<file path="src/hdl/ssf_pkg.sv">
package ssf_pkg;

   // ---------------------------------------------------------------
   // register map
   // ---------------------------------------------------------------
   localparam logic [3:0] SSF_ADDR_STATUS = 4'h0;
   localparam logic [3:0] SSF_ADDR_CTRL = 4'h1;
   localparam logic [3:0] SSF_ADDR_RXBUF = 4'h2;
   localparam logic [3:0] SSF_ADDR_TXBUF = 4'h3;

   // ---------------------------------------------------------------
   // status field positions and reset value
   // ---------------------------------------------------------------
   localparam int SSF_BIT_TXE = 7;
   localparam int SSF_BIT_RXF = 6;
   localparam int SSF_BIT_OVR = 5;
   localparam int SSF_BIT_FRM = 4;
   localparam int SSF_BIT_PAR = 3;
   localparam int SSF_BIT_TRANSMIT_END_FLAG = 2;
   localparam int SSF_BIT_MPB = 1;
   localparam logic [7:0] SSF_STATUS_RST = 8'h84;

   // ---------------------------------------------------------------
   // control field positions and reset value
   // ---------------------------------------------------------------
   localparam int SSF_CTL_TXEN = 0;
   localparam int SSF_CTL_RXEN = 1;
   localparam int SSF_CTL_SYNC = 2;
   localparam int SSF_CTL_MPF = 3;
   localparam int SSF_CTL_ODD = 4;
   localparam int SSF_CTL_PAREN = 5;
   localparam logic [7:0] SSF_CTRL_RST = 8'h00;
   localparam logic [7:0] SSF_CTRL_WMASK = 8'h3F;

   // received character with its frame bits
   typedef struct packed {
      logic [7:0] data;
      logic       parity;
      logic       received_multiproc_bit;
      logic       stop1;
   } ssf_rx_char_t;

   // register port request
   typedef struct packed {
      logic [3:0] addr;
      logic [7:0] wdata;
      logic       wr;
      logic       rd;
   } ssf_req_t;

endpackage

</file>
<file path="src/hdl/ssf_status.sv">
`timescale 1ns/1ps
// Notes on behaviour
// status resets or standby to 84 hex
// flag writes of one ignored; read-then-zero clears
// transmit end and multiproc bit read-only
// tx empty set: reset, tx disable, shifter load
// tx empty cleared by dma write or software
// rx full set on clean received character
// rx full cleared: reset, software, dma read
// rx errors leave full; disable leaves buffer, full
// overrun set when char ends with full
// overrun keeps old char, drops new
// overrun/framing stop rx; sync stops tx
// rx disable leaves overrun, framing unchanged
// framing set when async stop bit zero
// two stop bits: only first checked
// framing error loads buffer, not full
// overrun, framing cleared by reset, software
// parity flag on count mismatch
// tx end on last bit with empty
// multiproc filter blocks until mpb one
// hardware set beats software clear
module ssf_status
   import ssf_pkg::*;
(
   // clock and reset
   input wire logic clk_i,
   input wire logic rst_i,
   input wire logic standby_i,
   // register port
   input wire logic [3:0] addr_i,
   input wire logic [7:0] wdata_i,
   input wire logic wr_i,
   input wire logic rd_i,
   output logic [7:0] rdata_o,
   // dma side strobes
   input wire logic dma_tx_wr_i,
   input wire logic [7:0] dma_tx_data_i,
   input wire logic dma_rx_rd_i,
   // transmit datapath
   input wire logic tx_load_i,
   input wire logic tx_last_bit_i,
   output logic [7:0] tx_data_o,
   output logic tx_hold_o,
   // receive datapath
   input wire logic rx_done_i,
   input wire ssf_rx_char_t rx_char_i,
   output logic rx_hold_o,
   // state shown to the datapaths
   output logic [7:0] status_o,
   output logic [7:0] ctrl_o
);

   // ---------------------------------------------------------------
   // state
   // ---------------------------------------------------------------
   logic txe_q, rxf_q, ovr_q, frm_q, par_q, transmit_end_flag_q, mpb_q;
   logic [7:0] ctrl_q;
   logic [7:0] rxbuf_q;
   logic [7:0] txbuf_q;
   logic [7:0] seen_q;
   logic [7:0] rdata_q;
   logic init;
   logic txen, rxen, sync_m, mpf;
   logic sw_st_wr, sw_ctl_wr, sw_tx_wr;
   logic [7:0] sw_clr;
   logic par_err, frm_err;
   logic rx_ok_done, rx_take, set_rxf, set_ovr, set_frm, set_par;
   logic load_buf, txen_fall, set_txe, mpf_release;
   logic [7:0] status_now;

   assign init = standby_i; // standby acts as a synchronous reset
   assign txen = ctrl_q[SSF_CTL_TXEN];
   assign rxen = ctrl_q[SSF_CTL_RXEN];
   assign sync_m = ctrl_q[SSF_CTL_SYNC];
   assign mpf = ctrl_q[SSF_CTL_MPF];

   // ---------------------------------------------------------------
   // helpers
   // ---------------------------------------------------------------
   // a flag clears on a zero write only if it was read as one before
   function automatic logic [7:0] clr_ok(input logic [7:0] seen,
      input logic [7:0] wbits);
      clr_ok = seen & ~wbits;
   endfunction

   ssf_rx_check u_chk (
      .chr_i(rx_char_i),
      .par_en_i(ctrl_q[SSF_CTL_PAREN]),
      .par_odd_i(ctrl_q[SSF_CTL_ODD]),
      .async_i(~sync_m),
      .par_err_o(par_err),
      .frm_err_o(frm_err)
   );

   // ---------------------------------------------------------------
   // decode
   // ---------------------------------------------------------------
   assign sw_st_wr = wr_i & (addr_i == SSF_ADDR_STATUS);
   assign sw_ctl_wr = wr_i & (addr_i == SSF_ADDR_CTRL);
   assign sw_tx_wr = wr_i & (addr_i == SSF_ADDR_TXBUF);
   assign sw_clr = sw_st_wr ? clr_ok(seen_q, wdata_i) : 8'h00;

   // receive event qualification
   assign rx_hold_o = ovr_q | frm_q | par_q;
   // filter: characters with mpb zero are dropped silently
   assign rx_take = rx_done_i & rxen & ~rx_hold_o &
                    (~mpf | rx_char_i.received_multiproc_bit);
   assign mpf_release = rx_take & mpf;
   assign set_ovr = rx_take & rxf_q;
   assign set_frm = rx_take & ~rxf_q & frm_err;
   assign set_par = rx_take & ~rxf_q & ~frm_err & par_err;
   assign rx_ok_done = rx_take & ~rxf_q & ~frm_err & ~par_err;
   assign set_rxf = rx_ok_done;
   // framing/parity errors still load; overrun does not
   assign load_buf = rx_take & ~rxf_q;
   assign tx_hold_o = sync_m & rx_hold_o;
   assign txen_fall = sw_ctl_wr & txen & ~wdata_i[SSF_CTL_TXEN];
   assign set_txe = tx_load_i | txen_fall;

   // ---------------------------------------------------------------
   // control register
   // ---------------------------------------------------------------
   // mpb one seen under filtering turns the filter off
   always_ff @(posedge clk_i or posedge rst_i)
   begin
      if (rst_i)
         ctrl_q <= SSF_CTRL_RST;
      else if (init)
         ctrl_q <= SSF_CTRL_RST;
      else if (sw_ctl_wr)
         ctrl_q <= wdata_i & SSF_CTRL_WMASK;
      else if (mpf_release)
         ctrl_q[SSF_CTL_MPF] <= 1'b0;
   end

   // ---------------------------------------------------------------
   // transmit flags
   // ---------------------------------------------------------------
   // set first in each branch so a coincident clear loses
   always_ff @(posedge clk_i or posedge rst_i)
   begin
      if (rst_i)
         txe_q <= SSF_STATUS_RST[SSF_BIT_TXE];
      else if (init)
         txe_q <= 1'b1;
      else if (set_txe)
         txe_q <= 1'b1;
      else if (dma_tx_wr_i | sw_clr[SSF_BIT_TXE])
         txe_q <= 1'b0;
   end

   always_ff @(posedge clk_i or posedge rst_i)
   begin
      if (rst_i)
         transmit_end_flag_q <= SSF_STATUS_RST[SSF_BIT_TRANSMIT_END_FLAG];
      else if (init)
         transmit_end_flag_q <= 1'b1;
      else if (txen_fall | (tx_last_bit_i & txe_q))
         transmit_end_flag_q <= 1'b1;
      else if (dma_tx_wr_i | sw_clr[SSF_BIT_TXE])
         transmit_end_flag_q <= 1'b0;
   end

   // holding buffer, written by software or dma
   always_ff @(posedge clk_i or posedge rst_i)
   begin
      if (rst_i)
         txbuf_q <= 8'h00;
      else if (dma_tx_wr_i)
         txbuf_q <= dma_tx_data_i;
      else if (sw_tx_wr)
         txbuf_q <= wdata_i;
   end

   // ---------------------------------------------------------------
   // receive flags
   // ---------------------------------------------------------------
   // rx disable does not touch these: only reset, clears and sets
   always_ff @(posedge clk_i or posedge rst_i)
   begin
      if (rst_i)
         rxf_q <= SSF_STATUS_RST[SSF_BIT_RXF];
      else if (init)
         rxf_q <= 1'b0;
      else if (set_rxf)
         rxf_q <= 1'b1;
      else if (dma_rx_rd_i | sw_clr[SSF_BIT_RXF])
         rxf_q <= 1'b0;
   end

   always_ff @(posedge clk_i or posedge rst_i)
   begin
      if (rst_i)
         ovr_q <= SSF_STATUS_RST[SSF_BIT_OVR];
      else if (init)
         ovr_q <= 1'b0;
      else if (set_ovr)
         ovr_q <= 1'b1;
      else if (sw_clr[SSF_BIT_OVR])
         ovr_q <= 1'b0;
   end

   always_ff @(posedge clk_i or posedge rst_i)
   begin
      if (rst_i)
         frm_q <= SSF_STATUS_RST[SSF_BIT_FRM];
      else if (init)
         frm_q <= 1'b0;
      else if (set_frm)
         frm_q <= 1'b1;
      else if (sw_clr[SSF_BIT_FRM])
         frm_q <= 1'b0;
   end

   always_ff @(posedge clk_i or posedge rst_i)
   begin
      if (rst_i)
         par_q <= SSF_STATUS_RST[SSF_BIT_PAR];
      else if (init)
         par_q <= 1'b0;
      else if (set_par)
         par_q <= 1'b1;
      else if (sw_clr[SSF_BIT_PAR])
         par_q <= 1'b0;
   end

   // multiproc bit follows each accepted character, read-only
   always_ff @(posedge clk_i or posedge rst_i)
   begin
      if (rst_i)
         mpb_q <= SSF_STATUS_RST[SSF_BIT_MPB];
      else if (init)
         mpb_q <= 1'b0;
      else if (rx_take)
         mpb_q <= rx_char_i.received_multiproc_bit;
   end

   // receive holding buffer: an overrun keeps the older character
   always_ff @(posedge clk_i or posedge rst_i)
   begin
      if (rst_i)
         rxbuf_q <= 8'h00;
      else if (load_buf)
         rxbuf_q <= rx_char_i.data;
   end

   // ---------------------------------------------------------------
   // read-as-one tracking
   // ---------------------------------------------------------------
   assign status_now = {txe_q, rxf_q, ovr_q, frm_q, par_q, transmit_end_flag_q,
                        mpb_q, 1'b0};

   // remembers which flags software saw set; a later write consumes it
   always_ff @(posedge clk_i or posedge rst_i)
   begin
      if (rst_i)
         seen_q <= 8'h00;
      else if (init)
         seen_q <= 8'h00;
      else if (rd_i & (addr_i == SSF_ADDR_STATUS))
         seen_q <= status_now & 8'hF8;
      else if (sw_st_wr)
         seen_q <= 8'h00;
      else
         seen_q <= seen_q & status_now;
   end

   // ---------------------------------------------------------------
   // read port
   // ---------------------------------------------------------------
   // unmapped addresses read zero
   always_ff @(posedge clk_i or posedge rst_i)
   begin
      if (rst_i)
         rdata_q <= 8'h00;
      else if (rd_i)
      begin
         case (addr_i)
            SSF_ADDR_STATUS: rdata_q <= status_now;
            SSF_ADDR_CTRL: rdata_q <= ctrl_q;
            SSF_ADDR_RXBUF: rdata_q <= rxbuf_q;
            SSF_ADDR_TXBUF: rdata_q <= txbuf_q;
            default: rdata_q <= 8'h00;
         endcase
      end
      else
         rdata_q <= 8'h00;
   end

   assign rdata_o = rdata_q;
   assign tx_data_o = txbuf_q;
   assign status_o = status_now;
   assign ctrl_o = ctrl_q;
endmodule

</file>
<file path="src/hdl/ssf_rx_check.sv">
`timescale 1ns/1ps
module ssf_rx_check
   import ssf_pkg::*;
(
   // character and frame setup
   input wire ssf_rx_char_t chr_i,
   input wire logic par_en_i,
   input wire logic par_odd_i,
   input wire logic async_i,
   // verdicts
   output logic par_err_o,
   output logic frm_err_o
);

   // ---------------------------------------------------------------
   // error checks
   // ---------------------------------------------------------------
   // only the first stop bit is looked at; a second one never reaches here
   always_comb
   begin
      par_err_o = par_en_i & async_i &
                  ((^{chr_i.data, chr_i.parity}) != par_odd_i);
      frm_err_o = async_i & ~chr_i.stop1;
   end

endmodule

</file>
<file path="config.mk">
export PLATFORM = sky130hd
export DESIGN_NAME = ssf_status
export DESIGN_NICKNAME = d
export VERILOG_FILES = /design/src/hdl/ssf_pkg.sv /design/src/hdl/ssf_status.sv /design/src/hdl/ssf_rx_check.sv
export SDC_FILE = /design/constraint.sdc
export NUM_CORES = 1
export LEC_CHECK = 0
export BUFFER_PORTS_ARGS = -buffer_cell sky130_fd_sc_hd__buf_2
export CAP_MARGIN = 20
export CELL_PAD_IN_SITES_DETAIL_PLACEMENT = 0
export CELL_PAD_IN_SITES_GLOBAL_PLACEMENT = 1
export CORE_MARGIN = 2
export CORE_UTILIZATION = 35
export CTS_CLUSTER_DIAMETER = 150
export CTS_CLUSTER_SIZE = 10
export DETAILED_ROUTE_END_ITERATION = 8
export PLACE_DENSITY = 0.82
export RECOVER_POWER = 100
export SYNTH_ARGS = -nofsm -noshare
export SYNTH_HDL_FRONTEND = slang
export SYNTH_SLANG_ARGS = --single-unit
</file>
<file path="constraint.sdc">
create_clock -name clk_i -period 2.7 [get_ports clk_i]
set_clock_uncertainty 0.2 [all_clocks]
set_input_delay 0.54 -clock clk_i [delete_from_list [all_inputs] [get_ports clk_i]]
set_output_delay 0.54 -clock clk_i [all_outputs]
set_load 0.005 [all_outputs]
</file>
## Yosys cells after proc, flatten, opt, wreduce, memory -nomap -nowiden

Index checks and enable logic that the tools add are counted.

| storage, ports and cells | value |
|---|---|
| input bits | 41 |
| register bits after elaboration | 47 |
| logic and storage cells | 100 |
| output and inout port bits | 34 |

| operators by class | value |
|---|---|
| equality and inequality tests | 4 |
| bitwise logic cells | 39 |
| muxes and demuxes | 32 |
| reduce and logical (&&, ||, !) cells | 12 |

Operator list:

| operator | number |
|---|---|
| two-way mux 8 bit | 8 |
| case mux 8 bit (4 select lines) | 1 |
| bitwise AND 1 bit | 21 |
| two-way mux 1 bit | 21 |
| nonzero test 3 bit | 7 |
| bitwise AND 8 bit | 2 |
| XOR reduction 9 bit | 1 |
| == test 4 x 2 -> 1 bit, second input constant | 2 |
| NOT 1 bit | 8 |
| NOT 8 bit | 1 |
| OR 1 bit | 7 |
| nonzero test 2 bit | 3 |
| == test 4 x 1 -> 1 bit, second input constant | 1 |
| zero test 4 bit | 1 |
| two-way mux 4 bit | 1 |
| two-way mux 3 bit | 1 |
| inequality test 1 bit | 1 |

## Longest topological paths before layout

| logic depth | value |
|---|---|
| word-level depth | 10 |
| depth in mapped cells | 6 |
| mapped depth without buffers | 5 |

## Hierarchy

Synthesis repeated with hierarchy kept, for this count alone.

| second synthesis, totals | value |
|---|---|
| cell total of the unflattened synthesis | 212 |
| area, all modules | 2263.4 sq um |

By module, submodules not included:

| module | cells an instance | times used | area each (sq um) | seq. area each (sq um) |
|---|---|---|---|---|
| ssf_status | 202 | 1 | 2159.6 | 1053.5 |
| ssf_rx_check | 10 | 1 | 103.8 | 0.0 |

## Least setup slack after synthesis

No wires, ideal clock.

| timing path | value |
|---|---|
| path type | register to register |
| start | register ovr_q |
| end | register rxbuf_q[0] |
| setup time | 0.125 ns |
| buffers on the path | 1 |
| slack | 0.624 ns |
| cell stages (with the launch flop) | 5 |
| required time | 2.375 ns |
| data arrival time | 1.751 ns |
| period minus slack after synthesis | 2.076 ns |
| cells stage by stage | dfrtp_1 or3_1 clkbuf_2 nor4b_4 mux2_2 |

| on the way | value |
|---|---|
| longest elaborated chain between the ends | 6 |

Ends and longest elaborated chain:

| what | RTL line | RTL |
|---|---|---|
| start: declaration | ssf_status.sv:57 | `logic txe_q, rxf_q, ovr_q, frm_q, par_q, transmit_end_flag_q, mpb_q;` |
| start signal: assignment | ssf_status.sv:195 | `ovr_q <= SSF_STATUS_RST[SSF_BIT_OVR];` |
| OR 1 bit (2 in a row) | ssf_status.sv:105 | `assign rx_hold_o = ovr_q \| frm_q \| par_q;` |
| via rx_hold_o | ssf_status.sv:48 | `output logic rx_hold_o,` |
| NOT 1 bit | ssf_status.sv:107 | `assign rx_take = rx_done_i & rxen & ~rx_hold_o &` |
| bitwise AND 1 bit (2 in a row) | ssf_status.sv:107 |  |
| bitwise AND 1 bit | ssf_status.sv:116 | `assign load_buf = rx_take & ~rxf_q;` |
| end signal: assignment | ssf_status.sv:245 | `rxbuf_q <= rx_char_i.data;` |
| end: declaration | ssf_status.sv:59 | `logic [7:0] rxbuf_q;` |

The timed path passes the listed nets, and every way through them passes these cells.
A chain may end at the register's enable or synchronous reset.

## Worst setup path after layout

| timing path | value |
|---|---|
| start | register frm_q |
| end | register rxbuf_q[6] |

| on the way | value |
|---|---|
| longest elaborated chain between the ends | 6 |

Ends and longest elaborated chain:

| what | RTL line | RTL |
|---|---|---|
| start: declaration | ssf_status.sv:57 |  |
| start signal: assignment | ssf_status.sv:207 | `frm_q <= SSF_STATUS_RST[SSF_BIT_FRM];` |
| OR 1 bit (2 in a row) | ssf_status.sv:105 |  |
| NOT 1 bit | ssf_status.sv:107 |  |
| bitwise AND 1 bit (2 in a row) | ssf_status.sv:107 |  |
| bitwise AND 1 bit | ssf_status.sv:116 |  |

No other way between the ends.

==> results.txt <==
----------------------------------------------------
[Power and ir drop]
  Internal Pwr Total ... just under 1 mW
  Relative contribution of sequential cells to total power ... 0.530
  Worst IR Drop VDD ... slightly above 0.2 mV
  Pwr/cell area ... between 500 and 600 nW/um^2
  Switching share of power ... 0.264
  Leak ... between 1 and 1.5 nW
  Net switching power of the design ... ~340 uW
  Clock network fraction of design power ... 0.325
  Combinational share of power ... 0.145

[Timing]
  Number of failing hold endpoints at the final stage ... 0
  Final worst hold slack ... ~0.23 ns
  Worst slew margin relative to its limit ... 0.308
  Final slew viol count ... 0
  Unrepaired setup endpoints after global routing ... false
  Setup tns final ... 0 ns
  Fraction of the cycle the final worst path needs ... 0.863
  Worst Max-Slew Pin Slew ... a little over 1 ns
  Min Clock Period, post-route ... around 2.3 ns
  Fmax ... approximately 430 MHz
  Final setup violation count ... 0

[Logic synthesis]
  Mean post-synth cell area ... just over 10 um^2
  Yosys warns ... 0
  Most numerous cell in the Yosys netlist ... sky130_fd_sc_hd__dfrtp_1
  Portion of the post-synthesis area used by sequential elements ... 0.492
  Main flop type after synthesis ... sky130_fd_sc_hd__dfrtp_1
  Synthesized flop and latch total ... 42
  Share of async-settable or async-resettable flops after synthesis ... 1.00
  Most area-hungry cell type in the Yosys netlist ... sky130_fd_sc_hd__dfrtp_1
  Top cells by instance count after synthesis ... 40 x sky130_fd_sc_hd__dfrtp_1, 20 x sky130_fd_sc_hd__nor2_1, 19 x sky130_fd_sc_hd__nand2_1
  Area of the mapped netlist ... 2140 um^2
  Instance count of the mapped netlist ... just over 200
  Number of flops mapped to enable cells by yosys ... 0
  Number of distinct library cells after synthesis ... 36
  Synth area leaders ... sky130_fd_sc_hd__dfrtp_1 47%, sky130_fd_sc_hd__mux2_2 5.8%, sky130_fd_sc_hd__buf_4 4.2%
  Portion of synthesized cell area occupied by the leading cell type ... 0.468

[Cells and area]
  Number of antenna cells inserted ... 0
  Cell Count, Final, Fillers Out ... roughly 350
  Number of nets in the layout ... 312
  Fill cell instance count of the final layout ... around 620
  Fraction of final layout cells with drive strength greater than 1 ... 0.279
  Layout Area Growth over Synthesis ... 19.8%

[GRT]
  Overflow after GRT ... 0
  GRT met2 Usage ... 0.279
  Global Route met1 Usage ... 0.238
  Most utilized layer in the global route result ... met2
  Initial antenna violation count ... 0
  Global-route track usage on met3 ... 0.0489
  Overall Global Routing Usage ... 0.177
  Pin count of the biggest net entering global routing ... between 40 and 50
  Number of global-route vias before repair ... approximately 1,700
  First-pass GRT wire length ... a little under 9000 um

[Floorplan]
  IO Pins ... 75
  Initial standard-cell utilization of the core ... 0.362
  Y dimension of the die ... a little over 80 um
  Core Rows ... 28
  Floorplan die area ... a little under 7000 um^2
  Die Width ... 82.2 um
  Core box area ... between 5000 and 6000 um^2

[Critical path]
  Worst setup EP type ... flip-flop
  Slowest CP cell ... sky130_fd_sc_hd__nor4b_4
  Max Fanout on Critical Path ... 10
  Cell Chain, Critical Path ... or3_1 > nor4b_4 > mux2_2
  Start-to-end type of the worst setup path ... flip-flop to flip-flop
  RR Startpoint ... frm_q$_DFFE_PP0P_
  CP max stage delay ... between 0.6 and 0.7 ns
  Reg2reg end ... rxbuf_q[6]$_DFFE_PP0P_
  Setup slack on the worst flop-to-flop path ... 0.37 ns
  Worst reg2reg path depth ... 3
  Launching element type of the critical path ... flip-flop
  Worst Path Required ... between 2 and 3 ns
  Data arrival time of the critical path ... between 2 and 2.5 ns

[Clock network]
  CTS tree ... yes
  Maximum level of the CTS H-tree ... 2
  Post-CTS setup repair buffer count ... 0
  Number of buffers created by CTS ... 5
  Quantity of hold-fixing buffers added after cts ... 0
  Resized cells post-CTS ... 0
  Clock sink count ... 42
  Clock root buffer master ... sky130_fd_sc_hd__clkbuf_8
  Clock slew at the register clock pins of the worst setup and hold paths ... approximately 0.080 ns
  Clock Tree Buf Depth ... 2
  Insertion delay to the later sink of the worst-skew pair ... 0.30 ns

[Drt]
  Routed Wire Length ... between 5000 and 6000 um
  Avg Vias per Cell ... about 4.9
  Drc violations ... 0
  Violation count after the first detailed-route iteration ... 75
  Routed vias ... 1,716
  Avg WL per Cell ... between 15 and 20 um
  Total iterations of the first detailed-routing run ... 4
  Count of antenna-violating nets left after detailed routing ... 0

[Placed design]
  Detailed-placement wirelength estimate ... about 4300 um
  Number of cells after detailed placement ... 339
  Total of buffers placed on input and output ports ... 71
  RePlAce Congestion ... around 0.8

[Run]
  Max-cap viol count ... 0

[Hold path]
  Startpoint of the tightest hold check path ... tx_load_i
  Hold Path End ... txe_q$_DFFE_PP1P_
  Hold Path Stages ... 3
  Class of the tightest hold or removal check ... input pin to flip-flop

[Outcome]
  Outcome ... completed

----------------------------------------------------
==> layout by cell type, fill, tap and decap left out, types with 3 or more instances in the layout <==
master	instances
sky130_fd_sc_hd__buf_2	52
sky130_fd_sc_hd__a22oi_1	5
sky130_fd_sc_hd__mux2_2	10
sky130_fd_sc_hd__a21oi_1	16
sky130_fd_sc_hd__dfrtp_1	40
sky130_fd_sc_hd__o21ai_0	11
sky130_fd_sc_hd__nor3b_1	4
sky130_fd_sc_hd__mux4_2	3
sky130_fd_sc_hd__xnor2_1	7
sky130_fd_sc_hd__nand3_1	4
sky130_fd_sc_hd__clkbuf_1	22
sky130_fd_sc_hd__nand2_1	19
sky130_fd_sc_hd__a31oi_1	3
sky130_fd_sc_hd__conb_1	3
sky130_fd_sc_hd__inv_1	6
sky130_fd_sc_hd__nor2_1	20
sky130_fd_sc_hd__clkbuf_8	6
sky130_fd_sc_hd__a211oi_1	4
sky130_fd_sc_hd__and3_1	4
sky130_fd_sc_hd__mux2i_1	8
==> power by group through the flow <==
stage | clock network [mW] | registers (mW) | logic, mW
2_1_floorplan | 0 | 0.694 | 0.119
3_3_place_gp | 0 | 0.703 | 0.193
3_5_place_dp | 0 | 0.705 | 0.196
4_1_cts | 0.432 | 0.693 | 0.197
5_1_grt | 0.466 | 0.696 | 0.212
6_report | 0.425 | 0.693 | 0.190
==> registers in the layout (all words and copies together), names as in the netlist <==
| signal | count |
|---|---|
| txe_q | 1 |
| mpb_q | 1 |
| par_q | 1 |
| tx_data_o | 8 |
| rdata_o | 8 |
| rxf_q | 1 |
| frm_q | 1 |
| seen_q | 5 |
| rxbuf_q | 8 |
| ctrl_o | 6 |
| transmit_end_flag_q | 1 |
| ovr_q | 1 |
==> kinds of logic after synthesis <==
group / count (synthesis) / share of synthesized area
AO/OA/AOI/OAI: 44 / 0.124
XOR/XNOR: 8 / 0.0392
buffers and inverters: 27 / 0.0690
flip-flops: 42 / 0.492
multiplexers: 22 / 0.127
other: 1 / 0.00175
AND/OR/NAND/NOR: 63 / 0.147
==> how the worst max path moves through the flow <==
stage	from	end	slack [ns]
final	frm_q$_DFFE_PP0P_	rxbuf_q[6]$_DFFE_PP0P_	0.37
after global placement	frm_q$_DFFE_PP0P_	rxbuf_q[7]$_DFFE_PP0P_	0.40
after global routing	frm_q$_DFFE_PP0P_	par_q$_DFFE_PP0P_	0.28
after detailed placement	frm_q$_DFFE_PP0P_	rxbuf_q[3]$_DFFE_PP0P_	0.38
after floorplan	ovr_q$_DFFE_PP0P_	rxbuf_q[0]$_DFFE_PP0P_	0.62
after CTS	frm_q$_DFFE_PP0P_	rxbuf_q[3]$_DFFE_PP0P_	0.37
==> metrics by stage <==
stage	worst slack (ns)	instance area (um^2)	utilization	power [mW]
5_1_grt	0.280	2560	0.433	1.37
3_5_place_dp	0.381	2510	0.424	0.901
2_1_floorplan	0.624	2150	-	0.813
3_3_place_gp	0.399	2510	0.424	0.896
6_report	0.370	2560	0.433	1.31
4_1_cts	0.367	2600	0.439	1.32
==> cell type report <==
class / count / area [um^2] / share of cell area
clock buffer: 7 / 86.3 / 0.0337
clock inverter: 1 / 5.00 / 0.00195
inverter: 6 / 22.5 / 0.00878
multi-input combinational: 140 / 947 / 0.369
sequential: 42 / 1050 / 0.411
tap: 75 / 93.8 / 0.0366
timing repair buffer: 76 / 355 / 0.139
==> layer usage <==
metal | wire (um) | up-vias
met1 | 2670 | 826
met2 | 2610 | 51
met4 | 59 | 0
met3 | 319 | 7
li1 | - | 832
met5 | 0 | -
==> worst max-delay path: cells and delay by family, from the launching register on <==
kind / cells / cell delay [ns]
multiplexers: 1 / 0.41
flip-flops: 1 / 0.45
AND/OR/NAND/NOR: 2 / 1.15
(Power assumes the default switching activity.)
